**src/shared/adc_seq_pkg.sv**
```systemverilog
/*
 * Constants for the conversion sequencer: register offsets, field positions,
 * reset values and timing counts.
 * Assumes a 40 MHz system clock and an AXI4-Lite register bus with 32-bit data.
 */
package adc_seq_pkg;

	// ----------------------------------------------------------------------
	// Register map
	// ----------------------------------------------------------------------
	localparam logic [7:0] MODE_OFS = 8'h00;
	localparam logic [7:0] RESULT_OFS = 8'h04;
	localparam logic [7:0] STATUS_OFS = 8'h08;

	// ----------------------------------------------------------------------
	// Mode register fields and reset values
	// ----------------------------------------------------------------------
	localparam int MODE_RUN_BIT = 0;
	localparam int MODE_HW_START_BIT = 1;
	localparam int MODE_SCAN_BIT = 2;
	localparam int MODE_CHAN_LSB = 4;
	localparam int MODE_WIDTH = 7;
	localparam logic [6:0] MODE_RESET = 7'h00;
	localparam logic [7:0] RESULT_RESET = 8'h00;

	// ----------------------------------------------------------------------
	// Timing
	// ----------------------------------------------------------------------
	localparam int CLK_MHZ = 40;
	localparam int CONV_TIME_NS = 10000;
	localparam int CONV_CYCLES = (CONV_TIME_NS * CLK_MHZ) / 1000;
	localparam int CYCLES_PER_BIT = CONV_CYCLES / 8;

endpackage : adc_seq_pkg

```
**src/logic/adc_conversion_sequencer.sv**
```systemverilog
/*
 * Conversion sequencer for an eight-channel successive-approximation converter,
 * with an AXI4-Lite register slave.
 * Assumes the analog comparator outside: it compares the selected input with
 * the trial code on dac_code_o and answers on cmp_i in the same cycle.
 */
// Notes on behaviour
// - Eight analog inputs share one converter and exactly one is selected at a time.
// - Each conversion is successive approximation and its 8-bit value is kept readable.
// - One conversion lasts about ten microseconds, counted in clock cycles.
// - In hardware-start mode a rising edge on the trigger pin starts conversion.
// - In software-start mode setting the run bit of the mode register starts conversion.
// - In scan mode channels 0 up to the channel field of the mode register are converted one after another.
// - In select mode one chosen channel is converted again and again.
// - The mode register picks start method, scan or select, and stops conversion.
// - A done pulse is raised each time a value enters the result register.
`timescale 1ns/1ps
module adc_conversion_sequencer #(
	parameter int CHANNELS = 8,
	parameter int RES_BITS = 8
) (
	// Clock and reset.
	input wire logic mclk_i,
	input wire logic rst_n_i,
	// AXI4-Lite write channels.
	input wire logic [7:0] s_axi_awaddr_i,
	input wire logic s_axi_awvalid_i,
	output logic s_axi_awready_o,
	input wire logic [31:0] s_axi_wdata_i,
	input wire logic [3:0] s_axi_wstrb_i,
	input wire logic s_axi_wvalid_i,
	output logic s_axi_wready_o,
	output logic [1:0] s_axi_bresp_o,
	output logic s_axi_bvalid_o,
	input wire logic s_axi_bready_i,
	// AXI4-Lite read channels.
	input wire logic [7:0] s_axi_araddr_i,
	input wire logic s_axi_arvalid_i,
	output logic s_axi_arready_o,
	output logic [31:0] s_axi_rdata_o,
	output logic [1:0] s_axi_rresp_o,
	output logic s_axi_rvalid_o,
	input wire logic s_axi_rready_i,
	// Converter side.
	input wire logic external_trigger_pin_i,
	input wire logic cmp_i,
	output logic [7:0] analog_input_pins_sel_o,
	output logic [7:0] dac_code_o,
	output logic conversion_done_interrupt_o
);

	// ----------------------------------------------------------------------
	// Parameter checks
	// ----------------------------------------------------------------------
	// Refuses, at elaboration, any size that the fixed eight-bit datapath cannot serve.
	if (CHANNELS != 8 || RES_BITS != 8) begin : g_param_check
		$error("Only eight channels of eight bits are supported.");
	end

	typedef enum logic [2:0] {
		ST_IDLE = 3'b001,
		ST_WAIT = 3'b010,
		ST_CONV = 3'b100
	} conv_state_t;

	typedef struct packed {
		logic aw_got;
		logic w_got;
		logic [7:0] aw_addr;
		logic [31:0] w_data;
		logic [3:0] w_strb;
		logic awready;
		logic wready;
		logic bvalid;
		logic [1:0] bresp;
		logic arready;
		logic rvalid;
		logic [1:0] rresp;
		logic [31:0] rdata;
		logic [6:0] mode;
		logic [7:0] result;
		conv_state_t state;
		logic [2:0] chan;
		logic [2:0] bit_idx;
		logic [7:0] sar;
		logic [7:0] cyc;
		logic trig_prev;
		logic [7:0] sel;
		logic [7:0] code;
		logic done;
	} state_t;

	state_t cur_ff;
	state_t nxt_ff;

	logic [2:0] mode_chan;
	logic mode_run;
	logic mode_hw;
	logic mode_scan;
	assign mode_chan = cur_ff.mode[adc_seq_pkg::MODE_CHAN_LSB +: 3];
	assign mode_run = cur_ff.mode[adc_seq_pkg::MODE_RUN_BIT];
	assign mode_hw = cur_ff.mode[adc_seq_pkg::MODE_HW_START_BIT];
	assign mode_scan = cur_ff.mode[adc_seq_pkg::MODE_SCAN_BIT];

	// ----------------------------------------------------------------------
	// Next-state logic
	// ----------------------------------------------------------------------
	// Computes the bus slave, the mode register and the conversion engine.
	always_comb begin
		logic wr_go;
		logic [2:0] nchan;
		logic [7:0] trial;
		wr_go = 1'b0;
		nchan = 3'h0;
		trial = 8'h00;
		nxt_ff = cur_ff;
		nxt_ff.done = 1'b0;
		nxt_ff.trig_prev = external_trigger_pin_i;

		// Write address and data are taken in either order.
		if (s_axi_awvalid_i && cur_ff.awready) begin
			nxt_ff.aw_got = 1'b1;
			nxt_ff.aw_addr = s_axi_awaddr_i;
			nxt_ff.awready = 1'b0;
		end
		if (s_axi_wvalid_i && cur_ff.wready) begin
			nxt_ff.w_got = 1'b1;
			nxt_ff.w_data = s_axi_wdata_i;
			nxt_ff.w_strb = s_axi_wstrb_i;
			nxt_ff.wready = 1'b0;
		end
		wr_go = cur_ff.aw_got && cur_ff.w_got && !cur_ff.bvalid;
		if (wr_go) begin
			nxt_ff.aw_got = 1'b0;
			nxt_ff.w_got = 1'b0;
			nxt_ff.bvalid = 1'b1;
			nxt_ff.bresp = 2'h0;
			if (cur_ff.aw_addr[7:2] == adc_seq_pkg::MODE_OFS[7:2]) begin
				if (cur_ff.w_strb[0]) begin
					nxt_ff.mode = cur_ff.w_data[6:0];
				end
			end else if (cur_ff.aw_addr[7:2] != adc_seq_pkg::RESULT_OFS[7:2] &&
					cur_ff.aw_addr[7:2] != adc_seq_pkg::STATUS_OFS[7:2]) begin
				nxt_ff.bresp = 2'h2;
			end
		end
		if (cur_ff.bvalid && s_axi_bready_i) begin
			nxt_ff.bvalid = 1'b0;
			nxt_ff.awready = 1'b1;
			nxt_ff.wready = 1'b1;
		end

		// Reads answer one cycle after the address is taken.
		if (s_axi_arvalid_i && cur_ff.arready) begin
			nxt_ff.arready = 1'b0;
			nxt_ff.rvalid = 1'b1;
			nxt_ff.rresp = 2'h0;
			nxt_ff.rdata = 32'h0000_0000;
			unique case (s_axi_araddr_i[7:2])
				adc_seq_pkg::MODE_OFS[7:2]: nxt_ff.rdata[6:0] = cur_ff.mode;
				adc_seq_pkg::RESULT_OFS[7:2]: nxt_ff.rdata[7:0] = cur_ff.result;
				adc_seq_pkg::STATUS_OFS[7:2]: begin
					nxt_ff.rdata[0] = (cur_ff.state == ST_CONV);
					nxt_ff.rdata[6:4] = cur_ff.chan;
				end
				default: nxt_ff.rresp = 2'h2;
			endcase
		end
		if (cur_ff.rvalid && s_axi_rready_i) begin
			nxt_ff.rvalid = 1'b0;
			nxt_ff.arready = 1'b1;
		end

		// Scan wraps from the last channel of the group back to channel zero.
		nchan = mode_scan ? ((cur_ff.chan >= mode_chan) ? 3'h0 : cur_ff.chan + 3'h1) :
			mode_chan;

		unique case (cur_ff.state)
			ST_IDLE: begin
				if (mode_run) begin
					nxt_ff.chan = mode_scan ? 3'h0 : mode_chan;
					nxt_ff.state = mode_hw ? ST_WAIT : ST_CONV;
					nxt_ff.bit_idx = 3'h7;
					nxt_ff.sar = 8'h00;
					nxt_ff.cyc = 8'h00;
				end
			end
			ST_WAIT: begin
				if (external_trigger_pin_i && !cur_ff.trig_prev) begin
					nxt_ff.state = ST_CONV;
				end
			end
			ST_CONV: begin
				trial = cur_ff.sar | (8'h01 << cur_ff.bit_idx);
				if (cur_ff.cyc == 8'(adc_seq_pkg::CYCLES_PER_BIT - 1)) begin
					nxt_ff.cyc = 8'h00;
					nxt_ff.sar = cmp_i ? trial : cur_ff.sar;
					if (cur_ff.bit_idx == 3'h0) begin
						nxt_ff.result = cmp_i ? trial : cur_ff.sar;
						nxt_ff.done = 1'b1;
						nxt_ff.chan = nchan;
						nxt_ff.sar = 8'h00;
						nxt_ff.bit_idx = 3'h7;
					end else begin
						nxt_ff.bit_idx = cur_ff.bit_idx - 3'h1;
					end
				end else begin
					nxt_ff.cyc = cur_ff.cyc + 8'h01;
				end
			end
			default: nxt_ff.state = ST_IDLE;
		endcase
		if (!mode_run) begin
			nxt_ff.state = ST_IDLE;
		end

		// Outputs: one-hot input select and trial code.
		nxt_ff.sel = 8'h01 << nxt_ff.chan;
		nxt_ff.code = (nxt_ff.state == ST_CONV) ?
			(nxt_ff.sar | (8'h01 << nxt_ff.bit_idx)) : 8'h00;
	end

	// ----------------------------------------------------------------------
	// State register
	// ----------------------------------------------------------------------
	// Registers the whole state on each clock.
	always_ff @(posedge mclk_i or negedge rst_n_i) begin
		if (!rst_n_i) begin
			cur_ff <= '0;
			cur_ff.awready <= 1'b1;
			cur_ff.wready <= 1'b1;
			cur_ff.arready <= 1'b1;
			cur_ff.mode <= adc_seq_pkg::MODE_RESET;
			cur_ff.result <= adc_seq_pkg::RESULT_RESET;
			cur_ff.state <= ST_IDLE;
			cur_ff.sel <= 8'h01;
		end else begin
			cur_ff <= nxt_ff;
		end
	end

	assign s_axi_awready_o = cur_ff.awready;
	assign s_axi_wready_o = cur_ff.wready;
	assign s_axi_bvalid_o = cur_ff.bvalid;
	assign s_axi_bresp_o = cur_ff.bresp;
	assign s_axi_arready_o = cur_ff.arready;
	assign s_axi_rvalid_o = cur_ff.rvalid;
	assign s_axi_rresp_o = cur_ff.rresp;
	assign s_axi_rdata_o = cur_ff.rdata;
	assign analog_input_pins_sel_o = cur_ff.sel;
	assign dac_code_o = cur_ff.code;
	assign conversion_done_interrupt_o = cur_ff.done;

	// Counts converting cycles since the last done pulse or since the start.
	// The period is then checked on this count and not by one long delay.
	logic [9:0] conv_len_ff;
	always_ff @(posedge mclk_i or negedge rst_n_i) begin
		if (!rst_n_i) begin
			conv_len_ff <= 10'h000;
		end else if (cur_ff.state != ST_CONV) begin
			conv_len_ff <= 10'h000;
		end else if (conversion_done_interrupt_o) begin
			conv_len_ff <= 10'h001;
		end else if (conv_len_ff != 10'h3FF) begin
			conv_len_ff <= conv_len_ff + 10'h001;
		end
	end
endmodule : adc_conversion_sequencer

```
**config.mk**
```make
export PLATFORM = sky130hd
export DESIGN_NAME = adc_conversion_sequencer
export DESIGN_NICKNAME = d
export VERILOG_FILES = /design/src/shared/adc_seq_pkg.sv /design/src/logic/adc_conversion_sequencer.sv
export SDC_FILE = /design/constraint.sdc
export NUM_CORES = 1
export LEC_CHECK = 0
export ABC_CLOCK_PERIOD_IN_PS = 2150
export BUFFER_PORTS_ARGS = -buffer_cell sky130_fd_sc_hd__buf_4
export CORE_MARGIN = 2
export CORE_UTILIZATION = 40
export DETAILED_ROUTE_END_ITERATION = 7
export GPL_ROUTABILITY_DRIVEN = 0
export PLACE_DENSITY = 0.69
export SLEW_MARGIN = 20
export SYNTH_ARGS = -nofsm -noshare
export SYNTH_HDL_FRONTEND = slang
export SYNTH_SLANG_ARGS = --single-unit
```
**constraint.sdc**
```tcl
create_clock -name mclk_i -period 2.15 [get_ports mclk_i]
set_input_delay 0.43 -clock mclk_i [delete_from_list [all_inputs] [get_ports mclk_i]]
set_output_delay 0.43 -clock mclk_i [all_outputs]
set_load 0.005 [all_outputs]
```
### Yosys cells after proc, flatten, opt, wreduce, memory -nomap -nowiden

Cells that the tools add are included.

| storage, ports and cells | value |
|---|---|
| register bits | 93 |
| latch bits | 0 |
| bits in writable memories | 0 |
| bits in read-only memories | 0 |
| output and inout bits | 58 |
| memories | 0 |

| cells by class | value |
|---|---|
| $add $sub $neg | 3 |
| multipliers | 0 |
| div/mod/pow operators | 0 |
| magnitude comparators | 1 |
| eq/ne operators | 10 |
| shift operators | 3 |
| mux-type cells | 35 |
| bitwise logic cells | 2 |
| reductions and logical operators | 25 |

Operators by type and width:

| operator | number |
|---|---|
| 22-bit case mux with 2 select lines | 1 |
| 36-bit 2-to-1 mux | 1 |
| 8-bit 2-to-1 mux | 4 |
| 3-bit 2-to-1 mux | 10 |
| 25-bit 2-to-1 mux | 1 |
| 1-bit by 3-bit left shift with 8-bit output (first input constant) | 3 |
| 3-bit case mux with 3 select lines | 2 |
| 8-bit bitwise OR | 2 |
| 14-bit 2-to-1 mux | 1 |
| 2-bit nonzero test | 7 |
| 6-bit logical NOT | 2 |
| 2-bit 2-to-1 mux | 5 |
| 1-bit logical AND | 9 |
| 8-bit by 1-bit adder with 8-bit output (second input constant) | 1 |
| 8-bit by 6-bit == test with 1-bit output (second input constant) | 1 |
| 1-bit 2-to-1 mux | 8 |
| 3-bit == test (second input constant) | 2 |
| 6-bit by 1-bit == test with 1-bit output (second input constant) | 1 |
| 6-bit by 2-bit == test with 1-bit output (second input constant) | 1 |
| 6-bit by 1-bit inequality test with 1-bit output (second input constant) | 1 |
| 6-bit by 2-bit inequality test with 1-bit output (second input constant) | 1 |
| 3-bit case mux with 2 select lines | 1 |
| 3-bit AND reduction | 2 |
| 3-bit by 1-bit adder with 3-bit output (second input constant) | 1 |
| other kinds (10) | 11 |

### Logic depth before layout (Yosys ltp)

Gate-level depths: netlist of run 1.

| logic depth | value |
|---|---|
| depth in word-level cells | 9 |
| depth in mapped cells | 9 |
| gate-level depth less buffers | 9 |

### Least setup slack after synthesis of run 1

No wires, ideal clock.

| timing | value |
|---|---|
| path kind | register to register |
| start point | register cur_ff[34] in the netlist's numbering |
| end point | register cur_ff (netlist bit analog_input_pins_sel_o[7]) |
| arrival | 1.939 ns |
| setup slack | 0.091 ns |
| stages on the path, launching flop included | 10 |
| buffers on the path | 1 |
| cell sequence | dfrtp_1 -> inv_1 -> ha_1 -> nor2b_1 -> nand4_4 -> clkinv_4 -> nor2_2 -> a211o_1 -> buf_2 -> and3_1 |

RTL lines:

| element | RTL line | source |
|---|---|---|
| start, declared | adc_conversion_sequencer.sv:93 | `state_t cur_ff;` |
| start signal, assigned | adc_conversion_sequencer.sv:238 | `cur_ff <= nxt_ff;` |

==> results of run 1 <==
final cells by class:
cell class,count,area share
sequential,89,0.437
multi-input combinational,260,0.350
timing repair buffer,84,0.126
tap,140,0.0343
clock buffer,9,0.0242
clock inverter,7,0.0152
inverter,17,0.0135
metrics by stage:
step                      worst slack [ps]  instance area, um2  power (W)  hold WS [ps]
after floorplan                       91.5                4500    0.00342           134
after global placement                90.6                4900    0.00391           394
after detailed placement              41.5                4900    0.00399           403
after CTS                             16.2                5100    0.00519          4.51
after global routing                  1.58                5110    0.00549          22.1
final                                 80.5                5110    0.00514         -4.90
logic make-up (layout without fill, tap and decap cells):
family,count (synthesis),after routing
and+or+nand+nor,113,113
other,1,26
buffers and inverters,74,117
adders and majority gates,11,11
DFF,89,89
muxes,30,30
AOI/OAI and AO/OA,78,78
xor gates and xnor gates,2,2
state kept, by name (all words and copies together) (netlist names):
register / cells
cur_ff: 57
analog_input_pins_sel_o: 8
dac_code_o: 8
s_axi_rdata_o: 8
conversion_done_interrupt_o: 1
s_axi_arready_o: 1
s_axi_awready_o: 1
s_axi_bresp_o: 1
s_axi_bvalid_o: 1
s_axi_rresp_o: 1
s_axi_rvalid_o: 1
s_axi_wready_o: 1
worst paths after layout:
kind	slack, ps	endpoint	cells after the start
worst max-delay path	80	dac_code_o[6]	9
worst min-delay path	-5	dac_code_o[3]	1
worst max register to register	80	dac_code_o[6]	9
worst min register to register	490	cur_ff[45]	2
max in group asynchronous	1470	s_axi_arready_o	2
min in group mclk_i	190	cur_ff[17]	1
layer usage:
layer | track usage | wire (um) | vias up
li1 | - | - | 1452
met1 | 0.211 | 3970 | 1449
met2 | 0.244 | 3990 | 110
met3 | 0.0233 | 443 | 15
met4 | 0.0833 | 204 | 0
met5 | 0 | 0 | -
cells in the mapped netlist (all sizes together), types with 4 or more instances:
cell     n  area (um2)
mux2i    9        90.1
inv     16        60.1
nand2   40         150
nor3b    6        71.3
and3     5        31.3
a31oi    4        25.0
dfrtp   84        2100
mux2    21         236
nand4    4        40.0
a22o     4        35.0
a21oi   14        70.1
dfstp    5         131
ha      11         138
nand3    6        30.0
nand2b   6        37.5
nor2    17        66.3
o21ai   27         135
nor3     6        51.3
buf     55         410
nor2b    4        25.0
power groups by stage:
| stage | Sequential [W] | Combinational, W | Clock [W] |
|---|---|---|---|
| final | 0.00232 | 0.00164 | 0.00118 |
| after global routing | 0.00238 | 0.00183 | 0.00128 |
| after CTS | 0.00233 | 0.00164 | 0.00122 |
| after detailed placement | 0.00236 | 0.00164 | 0 |
| after global placement | 0.00234 | 0.00157 | 0 |
| after floorplan | 0.00230 | 0.00111 | 0 |
cell usage in the layout (no fill, tap or decap), drive strengths merged, types with 2 or more instances in the layout:
cell type,synthesis,final
nand2,40,40
nor3,6,6
inv,16,19
a21o,3,3
or3b,3,3
a31oi,4,4
or2,3,3
ha,11,11
dfstp,5,5
o31ai,3,3
o32ai,3,3
a22o,4,4
nand4,4,4
nor2b,4,4
nand3,6,6
nand3b,3,3
buf,55,84
nor3b,6,6
a32o,2,2
o2bb2ai,3,3
mux2,21,21
nor2,17,17
clkbuf,2,9
xor2,2,2
and3,5,5
a21oi,14,14
a211o,2,2
o21ai,27,27
conb,1,26
nand2b,6,6
clkinv,1,3
a41oi,2,2
mux2i,9,9
a211oi,3,3
dfrtp,84,84
timing repair:
action	CTS	global route
hold buffers	0	0
resized for setup	0	5
endpoints found under the setup margin	0	14
buffers inserted	0	1
==> results list, run 1 <==
* Post-detail-place hpwl: 6320 um
- 119 I/O pins were placed.
- First-pass GRT wire length: 14300 um
* Detail-routed via count per cell: 4.99
- Across the whole layout, storage elements account for 0.00223 mm2.
* Pins over their slew limit: 0
* Count of distinct cell types in the synthesized netlist: 64
* Filler cell count in the final layout: 963
- In this run the tool buffered the top-level ports with 60 buffer cells.
- Worst ir drop on vdd: 0.000465 V
* Die H: 109 um
* Number of global-route vias before repair: 3022
- For this run, the register share of the synthesized area comes to 0.507.
- Area Overhead vs Synth: 16.0%
- Max Clk Rate: 483 MHz
* Clock sink count: 89
- Most used DFF post-synth: sky130_fd_sc_hd__dfrtp_1
- During synthesis, Yosys emitted a total of 0 warnings.
* Average wire per standard cell: 14.2 um
- The net count of the finished layout is 533.
* Worst setup skew after layout: 6.82 ps
- Clock transition at the register clock pins on the worst setup and hold paths after CTS: 90 ps
- Of all nets on the critical path, the largest fanout is 5.
* Adder and majority cell fraction of the synthesized area: 0.0312
- Starting Density: 0.409
- FP Rows: 38
* Async set or reset register ratio after synthesis: 1.00
- Critical path, cell by cell: inv_1 -> ha_1 -> nand4b_1 -> buf_4 -> o41ai_2 -> o31ai_2 -> buf_4 -> nand3b_1 -> o32ai_1
- For this run, the number of standard cells in the final layout without fillers is 606.
- Maximum clock path buffer count: 2
- Leakage power: 2.48 nW
- The cell area that synthesis handed to floorplanning was 0.00441 mm2.
* Clock tree root driver cell: sky130_fd_sc_hd__clkbuf_8
- Multi-input gate area in the final layout: 0.00179 mm2
* Clock tree from TritonCTS: built
- Of the total power, combinational logic draws 0.319.
- Via count: 3026
* Failing checks: hold timing
* Switching share of power: 0.333
- After the first detailed-routing iteration, the DRC count stood at 133.
- In this run the tightest slew margin relative to its limit is 0.642.
* Synthesized-area fraction occupied by and/or/nand/nor cells: 0.150
* All-Layer GR Usage: 0.157
- Power Dens Cells: 1010 mW/mm2
* Arrival time at the worst endpoint: 2310 ps
- By instance count, the cell type seen most on the critical path is sky130_fd_sc_hd__buf_4.
* Util after Layout: 0.474
- The die covers 0.0119 mm2.
- The final count of hold timing violations is 5.
- Number of antenna violations at the first check in global routing: 0
- Across the run, the number of max-cap violations was 0.
* Largest family of logic cells by synthesized area: simple AND/OR/NAND/NOR gates
* Outcome: complete, but fails checks
- Synth Area in XOR/XNOR: 0.00397
- STA classifies the critical path startpoint as a flip-flop.
* Share of the synthesized area in compound gates (AO/OA/AOI/OAI): 0.123
- Fraction of layout instances using a drive strength above 1: 0.333
- DRC viols: 0
- Counting both buffers and inverters, the worst setup path holds a total of 3.
- In the finished design, the share of the clock period the worst path needs comes to 0.963.
- Entering global routing, the biggest net connects 59 pins.
* Sequential fraction of design power: 0.452
* Number of synthesized register bits: 89
* Number of H-tree levels: 3
- Number of optimization iterations in the first detailed-route pass: 5
- STA classifies the critical path endpoint as a flip-flop.
- Startpoint-to-endpoint class of the critical path: reg -> reg
- Post-Syn Area per Cell: 11.1 um2
- The total overflow left after global routing is 0.
- Multiplexer area fraction after synthesis: 0.0741
* Total clock buffers created by CTS: 9
- Min Tclk post-route: 2070 ps
- Slowest stage delay, CP: 410 ps
- Classification of the worst-slack hold path: in -> async
- Reg2Reg Launch Point: cur_ff[19]
- Hold_ws: -4.90 ps
- Measured along the x axis, the die boundary spans 109 um.
- Number of flops mapped to enable cells by yosys: 0
- The detail route stage leaves a number of antenna-violating nets equal to 0.
- Setup violations remaining at the end of the flow were counted as 0.
- At the worst endpoint, the required time is 2390 ps.
- Inst Count DP: 589
* Cell count after synthesis: 398
- Kind of cell adding the most delay to the critical path: compound AO/OA/AOI/OAI gates
- In this run the worst setup path begins at cur_ff[19].
- Total wirelength of the detailed-routed design: 8610 um
- At the pin with the least slew margin, the transition time is 533 ps.
* Clock latency of the later-clocked register in the worst-skew pair: 360 ps
* Design internal power: 0.00343 W
- Clock network fraction of design power: 0.229
- The slowest stage of the critical path is the sky130_fd_sc_hd__dfrtp_1 cell.
* Sum of negative setup slack: 0 ps
- Reported net switching power: 0.00171 W
- RSZ-0062 raised after global routing: false
- Count of inserted antenna diode cells: 0
* Standard cell core area: 0.0108 mm2
Note: power is estimated with default switching activity, not from simulation.
==> inputs of run 2 (changes only) <==
==> constraint.sdc (replaced) <==
create_clock -name mclk_i -period 2.15 [get_ports mclk_i]
set_input_delay 0.1075 -clock mclk_i [delete_from_list [all_inputs] [get_ports mclk_i]]
set_output_delay 0.1075 -clock mclk_i [all_outputs]
set_load 0.005 [all_outputs]
==> results list, run 2 (same netlist as run 1, synthesis figures left out) <==
- Across the whole layout, storage elements account for 0.00223 mm2.
* Design internal power: 0.00355 W
- The clock net in this run drives a total of 89 sinks.
* Multi-input gate area in the final layout: 0.00187 mm2
- Post-layout net count: 559
- Based on the critical path, the design can be clocked at up to 486 MHz.
- Number of antenna violations at the first check in global routing: 0
- Once placement finished, the instance area stood at 0.00489 mm2.
- The first routing iteration left 149 violations.
* Hold Crit Start: cmp_i
- The worst setup path is captured at a flip-flop.
* Filler cell count in the final layout: 966
* Starting Density: 0.409
* FP Rows: 38
- The routed design has 8930 um of wire.
- Number of global-route vias before repair: 3009
* Clock network fraction of design power: 0.220
- Switching share of power: 0.332
* Worst setup skew after layout: 14.6 ps
- Antenna violation net count after detailed routing: 0
- Summed over all layers, the global routing overflow is 0.
- Number of setup violations in the final report: 0
- After clock tree synthesis, the clock-pin slew on the worst setup and hold paths is 90 ps.
- The tool flagged a number of max-cap violations equal to 0.
- Relative to the synthesized area, the layout overhead comes to 23.4%.
- Worst-path maximum fanout: 5
* Reg2Reg Launch Point: cur_ff[34]
- At the pin with the least slew margin, the transition time is 567 ps.
- Kind of start point of the critical path: flip-flop
- Gate power share: 0.339
- The die is 109 um tall.
- The root buffer cell chosen for the clock tree is sky130_fd_sc_hd__clkbuf_8.
* Final cycle utilization of the critical path: 0.957
- In the routed layout, each cell is associated on average with a via count of 5.02.
* Worst slew margin relative to its limit: 0.622
- The clock passes through at most 2 buffers.
* Inst Count DP: 588
- Final std cell area, no fill: 0.00544 mm2
- Detailed placement ended at an HPWL of 6420 um.
- The later pin in the worst-skew pair is clocked with a latency of 370 ps.
- All-Layer GR Usage: 0.157
- Pins over their slew limit: 0
- Critical path startpoint: cur_ff[34]
- Data required time of the worst path: 2410 ps
- Once layout is complete, the cells apart from fillers number 632.
* Fraction of layout instances using a drive strength above 1: 0.325
- Number of H-tree levels: 3
* RSZ-0062 raised after global routing: true
- Flip-flop count of the largest register, all copies and words added: 57
- The die is 109 um wide.
- Crit path setup slack, layout: 92.6 ps
- In this run the power density over the cells is 976 mW/mm2.
- In the final routed layout, each cell accounts on average for 14.1 um.
* Standard cell core area: 0.0108 mm2
- Sequential fraction of design power: 0.441
- Outcome: complete, no violations
- Count of inserted antenna diode cells: 0
- Classification of the worst-slack hold path: in -> reg
* Via count: 3171
* Min Tclk post-route: 2060 ps
- The library cell used most frequently in the layout, excluding fill and tap cells, is sky130_fd_sc_hd__buf_4.
- Largest net degree at the start of global routing: 47
* Leading cell types in the layout, fill and taps excluded: sky130_fd_sc_hd__buf_4 (84), sky130_fd_sc_hd__dfrtp_1 (83), sky130_fd_sc_hd__nand2_1 (39)
- The setup path with the least slack is of type reg -> reg.
* Post-Place Setup Slack: 29.3 ps
- Register with the most flip-flops: cur_ff
* Number of optimization iterations in the first detailed-route pass: 4
- Worst ir drop on vdd: 0.000469 V
- The die covers 0.0119 mm2.
- Buffers placed on the I/O ports in this run total 60.
* Clock tree from TritonCTS: built
- Reported net switching power: 0.00176 W
- Arrival time at the worst endpoint: 2310 ps
- Total clock buffers created by CTS: 9
- Ports placed on the boundary: 119
* First-pass GRT wire length: 14400 um
* DRC viols: 0
- Leakage power: 2.62 nW
- Number of hold-slack violations in the final timing report: 0
run 2: layer usage:
| metal | track usage | part of all wire |
|---|---|---|
| met2 | 0.252 | 0.47 |
| met3 | 0.0335 | 0.058 |
| met5 | 0 | 0 |
| met4 | 0.0659 | 0.019 |
| met1 | 0.207 | 0.46 |
run 2: cell type report:
type                    count  share of cell area
multi-input cells         261               0.343
clock buffers              10              0.0253
well taps                 140              0.0322
flip-flops and latches     89               0.411
clock inverters             6              0.0120
inverters                  17              0.0127
repair buffers            109               0.164
run 2: timing repair:
| action | in CTS | in global routing |
|---|---|---|
| endpoints found under the setup margin | 0 | 16 |
| hold endpoints to repair | 61 | 0 |
| hold buffers | 24 | 0 |
| gates resized for setup | 0 | 14 |
| setup buffers | 0 | 3 |
run 2: path summary, 6_finish.rpt:
check	endpoint	slack, ps	cells after the start
min	cur_ff[43]	10	3
min reg2reg	cur_ff[50]	480	2
max	dac_code_o[4]	90	8
min in group asynchronous	dac_code_o[7]	280	2
max reg2reg	dac_code_o[4]	90	8
max in group asynchronous	analog_input_pins_sel_o[0]	1180	3
run 2: stage by stage:
stage	power, W	setup TNS, ps	hold WS (ps)	util
floorplan	0.00342	0	-188	-
global route	0.00567	-148	29.5	0.504
global placement	0.00391	0	140	0.453
detailed placement	0.00399	0	145	0.453
finish	0.00531	0	12.2	0.504
CTS	0.00522	0	14.9	0.494
run 2: power groups by stage:
stage	Combinational, W	Sequential (W)	Clock, W
2_1_floorplan	0.00111	0.00230	0
3_3_place_gp	0.00156	0.00235	0
3_5_place_dp	0.00163	0.00236	0
4_1_cts	0.00168	0.00233	0.00120
5_1_grt	0.00200	0.00239	0.00127
6_report	0.00180	0.00234	0.00117
run 2: critical path, cell delays in order, from the launching register on:
cell                       delay [ps]
sky130_fd_sc_hd__dfrtp_1          350
sky130_fd_sc_hd__inv_1             70
sky130_fd_sc_hd__ha_1             240
sky130_fd_sc_hd__buf_4            150
sky130_fd_sc_hd__or2_2            280
sky130_fd_sc_hd__a211oi_1         270
sky130_fd_sc_hd__a41o_1           260
sky130_fd_sc_hd__inv_2             90
sky130_fd_sc_hd__a32o_1           250
